==> src/pkg/tmc_pkg.sv <==
package tmc_pkg;

  // Bus and data widths.
  localparam int WB_ADR_W = 10;
  localparam int WB_DAT_W = 32;
  localparam int WB_SEL_W = 4;
  localparam int REG_W    = 8;
  localparam int TEMP_W   = 10;
  localparam int NUM_FAN  = 4;
  localparam int NUM_CH   = 3;

  // Register indices; the byte address is four times the index.
  localparam logic [7:0] IDX_GATE_TREE = 8'h6F;
  localparam logic [7:0] IDX_R1_OFS    = 8'h70;
  localparam logic [7:0] IDX_LOC_OFS   = 8'h71;
  localparam logic [7:0] IDX_R2_OFS    = 8'h72;
  localparam logic [7:0] IDX_CFG2      = 8'h73;
  localparam logic [7:0] IDX_LOCK      = 8'h40;
  localparam logic [7:0] IDX_STATUS    = 8'h41;
  localparam logic [7:0] IDX_RESULT0   = 8'h42;

  // Reset values.
  localparam logic [7:0] RST_GATE_TREE = 8'h00;
  localparam logic [7:0] RST_OFS       = 8'h00;
  localparam logic [7:0] RST_CFG2      = 8'h00;
  localparam logic       RST_LOCK      = 1'b0;

  // Field positions.
  localparam int GATE_TREE_EN_BIT = 0;
  localparam int LOCK_BIT         = 0;
  localparam int TWO_WIRE_LSB     = 0;
  localparam int AVG_OFF_BIT      = 4;
  localparam int ATTENUATOR_BYPASS_BYP_BIT     = 5;
  localparam int CFG2_W           = 6;
  localparam int ST_LOCK_BIT      = 0;
  localparam int ST_GATE_BIT      = 1;
  localparam int ST_LOWF_BIT      = 2;
  localparam int ST_TWO_WIRE_LSB  = 4;

  // Channel order follows the offset registers.
  localparam int CH_REMOTE1 = 0;
  localparam int CH_LOCAL   = 1;
  localparam int CH_REMOTE2 = 2;

  // Temperature sample with its strobe; value in quarter degrees.
  typedef struct packed {
    logic                     valid;
    logic signed [TEMP_W-1:0] value;
  } tmc_temp_s;

  // Classic Wishbone request.
  typedef struct packed {
    logic                cyc;
    logic                stb;
    logic                we;
    logic [WB_ADR_W-1:0] adr;
    logic [WB_SEL_W-1:0] sel;
    logic [WB_DAT_W-1:0] dat;
  } tmc_wb_req_s;

endpackage

==> src/tmc_offset_add.sv <==
`timescale 1ns/1ps
module tmc_offset_add
  import tmc_pkg::*;
#(
  parameter int RAW_W = TEMP_W,
  parameter int OFS_W = REG_W
) (
  // Operands.
  input  wire logic signed [RAW_W-1:0] i_raw,
  input  wire logic signed [OFS_W-1:0] i_ofs,
  // Result.
  output logic signed [RAW_W-1:0]      o_sum
);

  localparam int SUM_W = RAW_W + 2;
  localparam logic signed [SUM_W-1:0] MAX_V = SUM_W'((1 <<< (RAW_W - 1)) - 1);
  localparam logic signed [SUM_W-1:0] MIN_V = -SUM_W'(1 <<< (RAW_W - 1));

  logic signed [SUM_W-1:0] ofs_q;
  logic signed [SUM_W-1:0] sum;

  // The offset counts half degrees, the raw value quarter degrees.
  always_comb begin
    ofs_q = SUM_W'(i_ofs) <<< 1;
    sum   = SUM_W'(i_raw) + ofs_q;
    if (sum > MAX_V) begin
      o_sum = MAX_V[RAW_W-1:0];
    end else if (sum < MIN_V) begin
      o_sum = MIN_V[RAW_W-1:0];
    end else begin
      o_sum = sum[RAW_W-1:0];
    end
  end

endmodule // tmc_offset_add

==> src/tmc_top.sv <==
//Function
// Gate-tree test bit enters or leaves test mode
// Host never writes reserved test bits
// Lock makes these registers read-only
// Remote 1 offset added, half-degree steps
// Local offset added, half-degree steps
// Remote 2 offset added, half-degree steps
// Second config register resets to zero
// Bits 0-3 pick 2-wire or 3-wire sensing
// 2-wire selection acts only in low frequency
// 2-wire inputs take the fourth config threshold
// Bit 4 turns measurement averaging off
// Bit 5 bypasses processor supply attenuator
// Reserved test bits read zero, no effect
`timescale 1ns/1ps
module tmc_top
  import tmc_pkg::*;
#(
  parameter int NUM_FANS  = NUM_FAN,
  parameter int NUM_CHANS = NUM_CH
) (
  // Clock and reset.
  input  wire logic                            I_MCLK,
  input  wire logic                            I_RST_N,
  // Wishbone slave.
  input  wire logic                            I_WB_CYC,
  input  wire logic                            I_WB_STB,
  input  wire logic                            I_WB_WE,
  input  wire logic [WB_ADR_W-1:0]             I_WB_ADR,
  input  wire logic [WB_SEL_W-1:0]             I_WB_SEL,
  input  wire logic [WB_DAT_W-1:0]             I_WB_DAT,
  output logic      [WB_DAT_W-1:0]             O_WB_DAT,
  output logic                                 O_WB_ACK,
  // Fan sensing context.
  input  wire logic                            I_FAN_LOW_FREQ,
  input  wire logic [REG_W-1:0]                I_TWO_WIRE_THRESH,
  // Temperature results.
  input  wire tmc_temp_s [NUM_CHANS-1:0]       I_TEMP_RAW,
  output tmc_temp_s      [NUM_CHANS-1:0]       O_TEMP_CORR,
  // Mode controls.
  output logic                                 O_GATE_TREE_TEST,
  output logic      [NUM_FANS-1:0]             O_TWO_WIRE_SENSE,
  output logic      [NUM_FANS-1:0][REG_W-1:0]  O_FAN_THRESH,
  output logic                                 O_AVERAGING_OFF,
  output logic                                 O_ATTENUATOR_BYPASS
);

  typedef struct packed {
    logic                                ack;
    logic [WB_DAT_W-1:0]                 rdat;
    logic                                gate_tree_test_en;
    logic [NUM_CHANS-1:0][REG_W-1:0]     ofs;
    logic [CFG2_W-1:0]                   cfg2;
    logic                                lock;
    logic [NUM_FANS-1:0]                 two_wire;
    logic [NUM_FANS-1:0][REG_W-1:0]      thresh;
    tmc_temp_s [NUM_CHANS-1:0]           temp;
  } tmc_state_s;

  logic        rst_meta_n;
  logic        rst_n;
  tmc_wb_req_s req;
  tmc_state_s  st;
  tmc_state_s  next_st;
  logic [NUM_CHANS-1:0][TEMP_W-1:0] corr;
  logic [7:0]  idx;
  logic        launch;
  logic        commit;

  // Reset release goes through two flip-flops.
  always_ff @(posedge I_MCLK or negedge I_RST_N) begin
    if (!I_RST_N) begin
      rst_meta_n <= 1'b0;
      rst_n      <= 1'b0;
    end else begin
      rst_meta_n <= 1'b1;
      rst_n      <= rst_meta_n;
    end
  end

  assign req.cyc = I_WB_CYC;
  assign req.stb = I_WB_STB;
  assign req.we  = I_WB_WE;
  assign req.adr = I_WB_ADR;
  assign req.sel = I_WB_SEL;
  assign req.dat = I_WB_DAT;

  // Word index of a byte address.
  function automatic logic [7:0] word_index(input logic [WB_ADR_W-1:0] adr);
    word_index = adr[WB_ADR_W-1:2];
  endfunction

  // Registers that the lock freezes.
  function automatic logic is_lockable(input logic [7:0] i);
    is_lockable = (i >= IDX_GATE_TREE) && (i <= IDX_CFG2);
  endfunction

  // True for the index of an offset register.
  function automatic logic is_offset(input logic [7:0] i);
    is_offset = (i >= IDX_R1_OFS) && (i <= IDX_R2_OFS);
  endfunction

  // Read data for an index; unmapped reads return zero.
  function automatic logic [WB_DAT_W-1:0] read_word(input logic [7:0] i, input tmc_state_s s,
                                                     input logic lowf);
    logic [WB_DAT_W-1:0] w;
    logic [7:0]          rel;
    w   = '0;
    rel = i - IDX_RESULT0;
    if (i == IDX_GATE_TREE) begin
      w[GATE_TREE_EN_BIT] = s.gate_tree_test_en;
    end else if (is_offset(i)) begin
      w[REG_W-1:0] = s.ofs[i - IDX_R1_OFS];
    end else if (i == IDX_CFG2) begin
      w[CFG2_W-1:0] = s.cfg2;
    end else if (i == IDX_LOCK) begin
      w[LOCK_BIT] = s.lock;
    end else if (i == IDX_STATUS) begin
      w[ST_LOCK_BIT] = s.lock;
      w[ST_GATE_BIT] = s.gate_tree_test_en;
      w[ST_LOWF_BIT] = lowf;
      w[ST_TWO_WIRE_LSB +: NUM_FANS] = s.two_wire;
    end else if (rel < 8'(NUM_CHANS)) begin
      w[TEMP_W-1:0] = s.temp[rel].value;
    end
    read_word = w;
  endfunction

  // Offset adders, one per temperature channel.
  generate
    for (genvar c = 0; c < NUM_CHANS; c++) begin : g_ofs
      tmc_offset_add #(
        .RAW_W (TEMP_W),
        .OFS_W (REG_W)
      ) u_add (
        .i_raw (I_TEMP_RAW[c].value),
        .i_ofs (st.ofs[c]),
        .o_sum (corr[c])
      );
    end
  endgenerate

  assign idx    = word_index(req.adr);
  assign launch = req.cyc && req.stb && !st.ack;
  assign commit = req.cyc && req.stb && st.ack && req.we && req.sel[0];

  always_comb begin
    next_st = st;

    // Acknowledge one cycle after the request; drop it the cycle after.
    next_st.ack  = launch;
    next_st.rdat = launch ? read_word(idx, st, I_FAN_LOW_FREQ) : '0;

    // Writes take effect at the edge that sees the acknowledge.
    if (commit) begin
      if (idx == IDX_LOCK) begin
        next_st.lock = st.lock | req.dat[LOCK_BIT];
      end else if (is_lockable(idx) && !st.lock) begin
        if (idx == IDX_GATE_TREE) begin
          next_st.gate_tree_test_en = req.dat[GATE_TREE_EN_BIT];
        end else if (is_offset(idx)) begin
          next_st.ofs[idx - IDX_R1_OFS] = req.dat[REG_W-1:0];
        end else begin
          next_st.cfg2 = req.dat[CFG2_W-1:0];
        end
      end
    end

    // Two-wire sensing is honoured only in low frequency drive.
    for (int f = 0; f < NUM_FANS; f++) begin
      next_st.two_wire[f] = st.cfg2[TWO_WIRE_LSB + f] && I_FAN_LOW_FREQ;
      next_st.thresh[f]   = next_st.two_wire[f] ? I_TWO_WIRE_THRESH : '0;
    end

    // Corrected results follow each raw result by one cycle.
    for (int c = 0; c < NUM_CHANS; c++) begin
      next_st.temp[c].valid = I_TEMP_RAW[c].valid;
      if (I_TEMP_RAW[c].valid) begin
        next_st.temp[c].value = corr[c];
      end
    end
  end

  always_ff @(posedge I_MCLK or negedge rst_n) begin
    if (!rst_n) begin
      st                   <= '0;
      st.gate_tree_test_en <= RST_GATE_TREE[GATE_TREE_EN_BIT];
      st.ofs               <= {NUM_CHANS{RST_OFS}};
      st.cfg2              <= RST_CFG2[CFG2_W-1:0];
      st.lock              <= RST_LOCK;
    end else begin
      st <= next_st;
    end
  end

  assign O_WB_ACK            = st.ack;
  assign O_WB_DAT            = st.rdat;
  assign O_GATE_TREE_TEST    = st.gate_tree_test_en;
  assign O_TWO_WIRE_SENSE    = st.two_wire;
  assign O_FAN_THRESH        = st.thresh;
  assign O_AVERAGING_OFF     = st.cfg2[AVG_OFF_BIT];
  assign O_ATTENUATOR_BYPASS = st.cfg2[ATTENUATOR_BYPASS_BYP_BIT];
  assign O_TEMP_CORR         = st.temp;

endmodule // tmc_top

==> config.mk <==
export PLATFORM = sky130hd
export DESIGN_NAME = tmc_top
export DESIGN_NICKNAME = d
export VERILOG_FILES = /design/src/pkg/tmc_pkg.sv /design/src/tmc_offset_add.sv /design/src/tmc_top.sv
export SDC_FILE = /design/constraint.sdc
export NUM_CORES = 1
export LEC_CHECK = 0
export BUFFER_PORTS_ARGS = -buffer_cell sky130_fd_sc_hd__buf_4
export CORE_UTILIZATION = 24
export CTS_CLUSTER_DIAMETER = 150
export DETAILED_ROUTE_END_ITERATION = 8
export SLEW_MARGIN = 20
export SYNTH_ARGS = -nofsm -noshare
export SYNTH_HDL_FRONTEND = slang
export SYNTH_SLANG_ARGS = --single-unit
export TNS_END_PERCENT = 20
==> constraint.sdc <==
create_clock -name I_MCLK -period 3.2 [get_ports I_MCLK]
set_input_delay 0.96 -clock I_MCLK [delete_from_list [all_inputs] [get_ports I_MCLK]]
set_output_delay 0.96 -clock I_MCLK [all_outputs]
set_load 0.02 [all_outputs]
==> impl_results.md <==
- Number of primary I/O pins: between 150 and 200
- Number of flops mapped to enable cells by yosys: 0
- Initial DRC count: approximately 300
- Total of endpoints with negative setup slack in the final report: 0
- Max FO, Critical Path: 7
- Dominant cell by count in the synthesized netlist: dfrtp_1
- Total negative slack for setup checks: 0 ns
- Slowest-stage cell, CP: fa_1
- Layout overhead on the synthesized area: 23.0%
- Number of failing hold endpoints at the final stage: 0
- CTS root buffer: clkbuf_16
- Most area-hungry cell type in the Yosys netlist: dfrtp_1
- Top cell type's share of synthesized area: 0.422
- Initial Util: 0.244
- Routed WL per cell: ~17 microns
- Final number of max-transition violations: 0
- Antenna-violating nets left: 0
- Weighted congestion at the end of routability-driven global placement: a little under 0.9
- Count of state elements after synthesis: about 110
- Std-Cell Core Area: between 20000 and 30000 sq um
- Worst-Margin Slew: 0.711 ns
- Netlist cell types: between 60 and 70
- Startpoint of the worst setup timing path: I_TEMP_RAW[1]
- Global-route wire length before repair: roughly 29000 microns
- Arrival time of data at the critical path endpoint: approximately 3.2 ns
- Post-cts gate resize count: 0
- Top post-synthesis cells by count: dfrtp_1 (114), buf_4 (101), a21oi_1 (37)
- Number of buffers on the longest clock path: 2
- Share of post-route cells with drive strength above 1: 0.333
- Count of nets after finishing: ~860
- Final non-filler cell total: 1123
- Total global routing track utilization: 0.135
- DRC violation count after routing: 0
- Proportion of synthesized flip-flops having asynchronous set or reset: 1.00
- Leakage power figure: 4.07 nW
- Synth top area cells: dfrtp_1 (42%), buf_4 (11%), ha_1 (5.4%)
- Synthesis warning total: 0
- Worst max-slew margin expressed relative to the limit: 0.526
- Largest net degree at the start of global routing: 53
- Synthesized instance count: 647
- Total standard cell area after synthesis: 6750 sq um
- Total placed cells including tap cells: approximately 1100
- Post-cts hold buffer count: 0
- Crit-path most repeated cell: buf_4
- Number of antenna violations at the first check in global routing: 0
- Gr ovfl total: 0
- Run status: finished clean
- DIE WIDTH: ~170 microns
- Vias in the first global route: around 5000
- Sort of element at the start of the critical path: input pin
- Clock tree from TritonCTS: built
- Via-per-instance ratio: 4.39
- Kind of end point of the critical path: flop
- Required time worst endpoint: 3.55 ns
- Number of buffer and inverter instances along the worst setup path: 3
- Min-Delay Path Class: in2async
- Number of placement rows: 61
- Cells traversed along the worst timing path: buf_4 -> ha_1 -> fa_1 -> a211oi_1 -> o21ai_0 -> a21oi_1 -> buf_4 -> nand2_1 -> o21ai_1 -> buf_4 -> o221a_2
- Total via count in the routed design: slightly below 5000
- Clock transition time at the flip-flop clock pins of the worst setup and hold paths: approximately 0.05 ns
- Ant. Diodes: 0
- H-Tree Depth: 4
- Clock skew: between 0.009 and 0.01 ns
- Storage cell area: 2860 sq um
- Max-cap check violation count: 0
- Total half-perimeter wirelength after legalization and detailed placement: ~15000 microns
- Clock insertion delay at the later pin of the skew report: about 0.41 ns
- Power per cell area: about 460 nW/um^2
- Final critical delay including setup and external delays: around 2.8 ns
- IR drop worst, VDD: approximately 310 uV
- Worst r2r src: st[76]
- Number of iterations in the first detailed-routing pass: 4
- Overall die area: 28800 sq um
- Setup repair after global routing missed its margin: no
- Count of buffers from port buffering: roughly 150
- Total length of routed wires: around 19000 microns
- Portion of the post-synthesis area used by sequential elements: 0.422
- Critical path's top delay family: compound AO/OA/AOI/OAI gates
- Largest stage delay on the critical path: about 0.39 ns
- Number of clock buffers inserted by TritonCTS: 17
- Start-to-end type of the worst setup path: in2reg
- Total number of clock tree sinks: approximately 110
- Top flip-flop cell by instance count after synthesis: dfrtp_1
- Final clock period utilization by the worst path: 0.887
- Setup Fix Bufs, Post-CTS: 0
- Syn_area_per_cell: approximately 10 sq um
- Number of filler instances in the final layout: between 2000 and 3000
- Multi-input gate area: between 3000 and 4000 sq um
- Height of the chip: 170 microns
- F_max: between 300 and 400 MHz
## worst register-to-register path, delay by kind of cell (launching register included)
kind,cells,cell delay [ns]
adders and majority gates,2,0.64
buffers and inverters,2,0.33
DFF,1,0.43
AOI/OAI and AO/OA,5,1.09
and+or+nand+nor,1,0.07
## registers in the layout (all words and copies together), names as in the netlist
signal	cells
O_ATTENUATOR_BYPASS	1
O_AVERAGING_OFF	1
O_FAN_THRESH	32
O_GATE_TREE_TEST	1
O_TEMP_CORR	33
O_TWO_WIRE_SENSE	4
O_WB_ACK	1
O_WB_DAT	10
rst_meta_n	1
rst_n	1
st	29
## path summary, 6_finish.rpt
check                      depth (start not counted)  slack, ns        endpoint
max reg2reg                                       10       0.58  O_TEMP_CORR[5]
min                                                1       0.32           rst_n
max                                               11       0.36  O_TEMP_CORR[5]
max in group asynchronous                          1       2.05     O_WB_DAT[9]
min reg2reg                                        0       0.35           rst_n
min in group I_MCLK                                0       0.35           rst_n
## report_power, final
group / total, mW / internal (mW) / switching [mW]
Clock: 1.85 / 1.16 / 0.694
Combinational: 0.454 / 0.189 / 0.264
Sequential: 1.54 / 1.48 / 0.0562
## stage by stage
stage / utilization / hold WS, ns / worst slack [ns] / power [mW] / instance area (sq um)
final: 0.300 / 0.321 / 0.361 / 3.85 / 8310
after global routing: 0.300 / 0.305 / 0.163 / 4.00 / 8310
after CTS: 0.300 / 0.303 / 0.392 / 3.89 / 8310
after detailed placement: 0.279 / 0.339 / -0.0447 / 2.02 / 7730
after global placement: 0.279 / 0.338 / -0.0290 / 2.02 / 7730
after floorplan: - / 0.331 / 0.190 / 1.86 / 6830
## logic make-up after synthesis
family                     count (synthesis)  synth area share
other                                      2           0.00111
adders and majority gates                 32            0.0626
buffers and inverters                    132             0.130
DFF                                      114             0.422
and+or+nand+nor                          148             0.124
muxes                                     49            0.0784
AOI/OAI and AO/OA                        150             0.155
xor gates and xnor gates                  20            0.0259
## per-layer routing
layer	up-vias	global-route usage	wire length [microns]
met5	-	0	0
met4	0	0.0470	293
met1	2406	0.183	8830
met2	122	0.209	9010
met3	16	0.0301	990
li1	2382	-	-
## area by class of cell
type / instances / area share
Clock buffer: 19 / 0.0533
Clock inverter: 13 / 0.0166
Inverter: 11 / 0.00497
Multi-Input combinational cell: 422 / 0.373
Sequential cell: 114 / 0.344
Tap cell: 378 / 0.0569
Timing Repair Buffer: 166 / 0.152
## cell usage in the layout, fill, tap and decap left out, types with 10 or more instances in the layout
master | synthesis | layout
ha_1 | 29 | 29
inv_1 | 10 | 10
a211oi_1 | 11 | 11
xnor2_1 | 15 | 15
conb_1 | 2 | 23
nor2b_1 | 12 | 12
mux2_2 | 31 | 31
o21ai_0 | 25 | 25
dfrtp_1 | 114 | 113
buf_4 | 101 | 165
and3_1 | 33 | 33
nand2_1 | 34 | 34
a21oi_1 | 37 | 37
mux2i_1 | 18 | 18
nor2_1 | 24 | 24
clkbuf_16 | 0 | 17
Power figures use the tool's default switching activity.
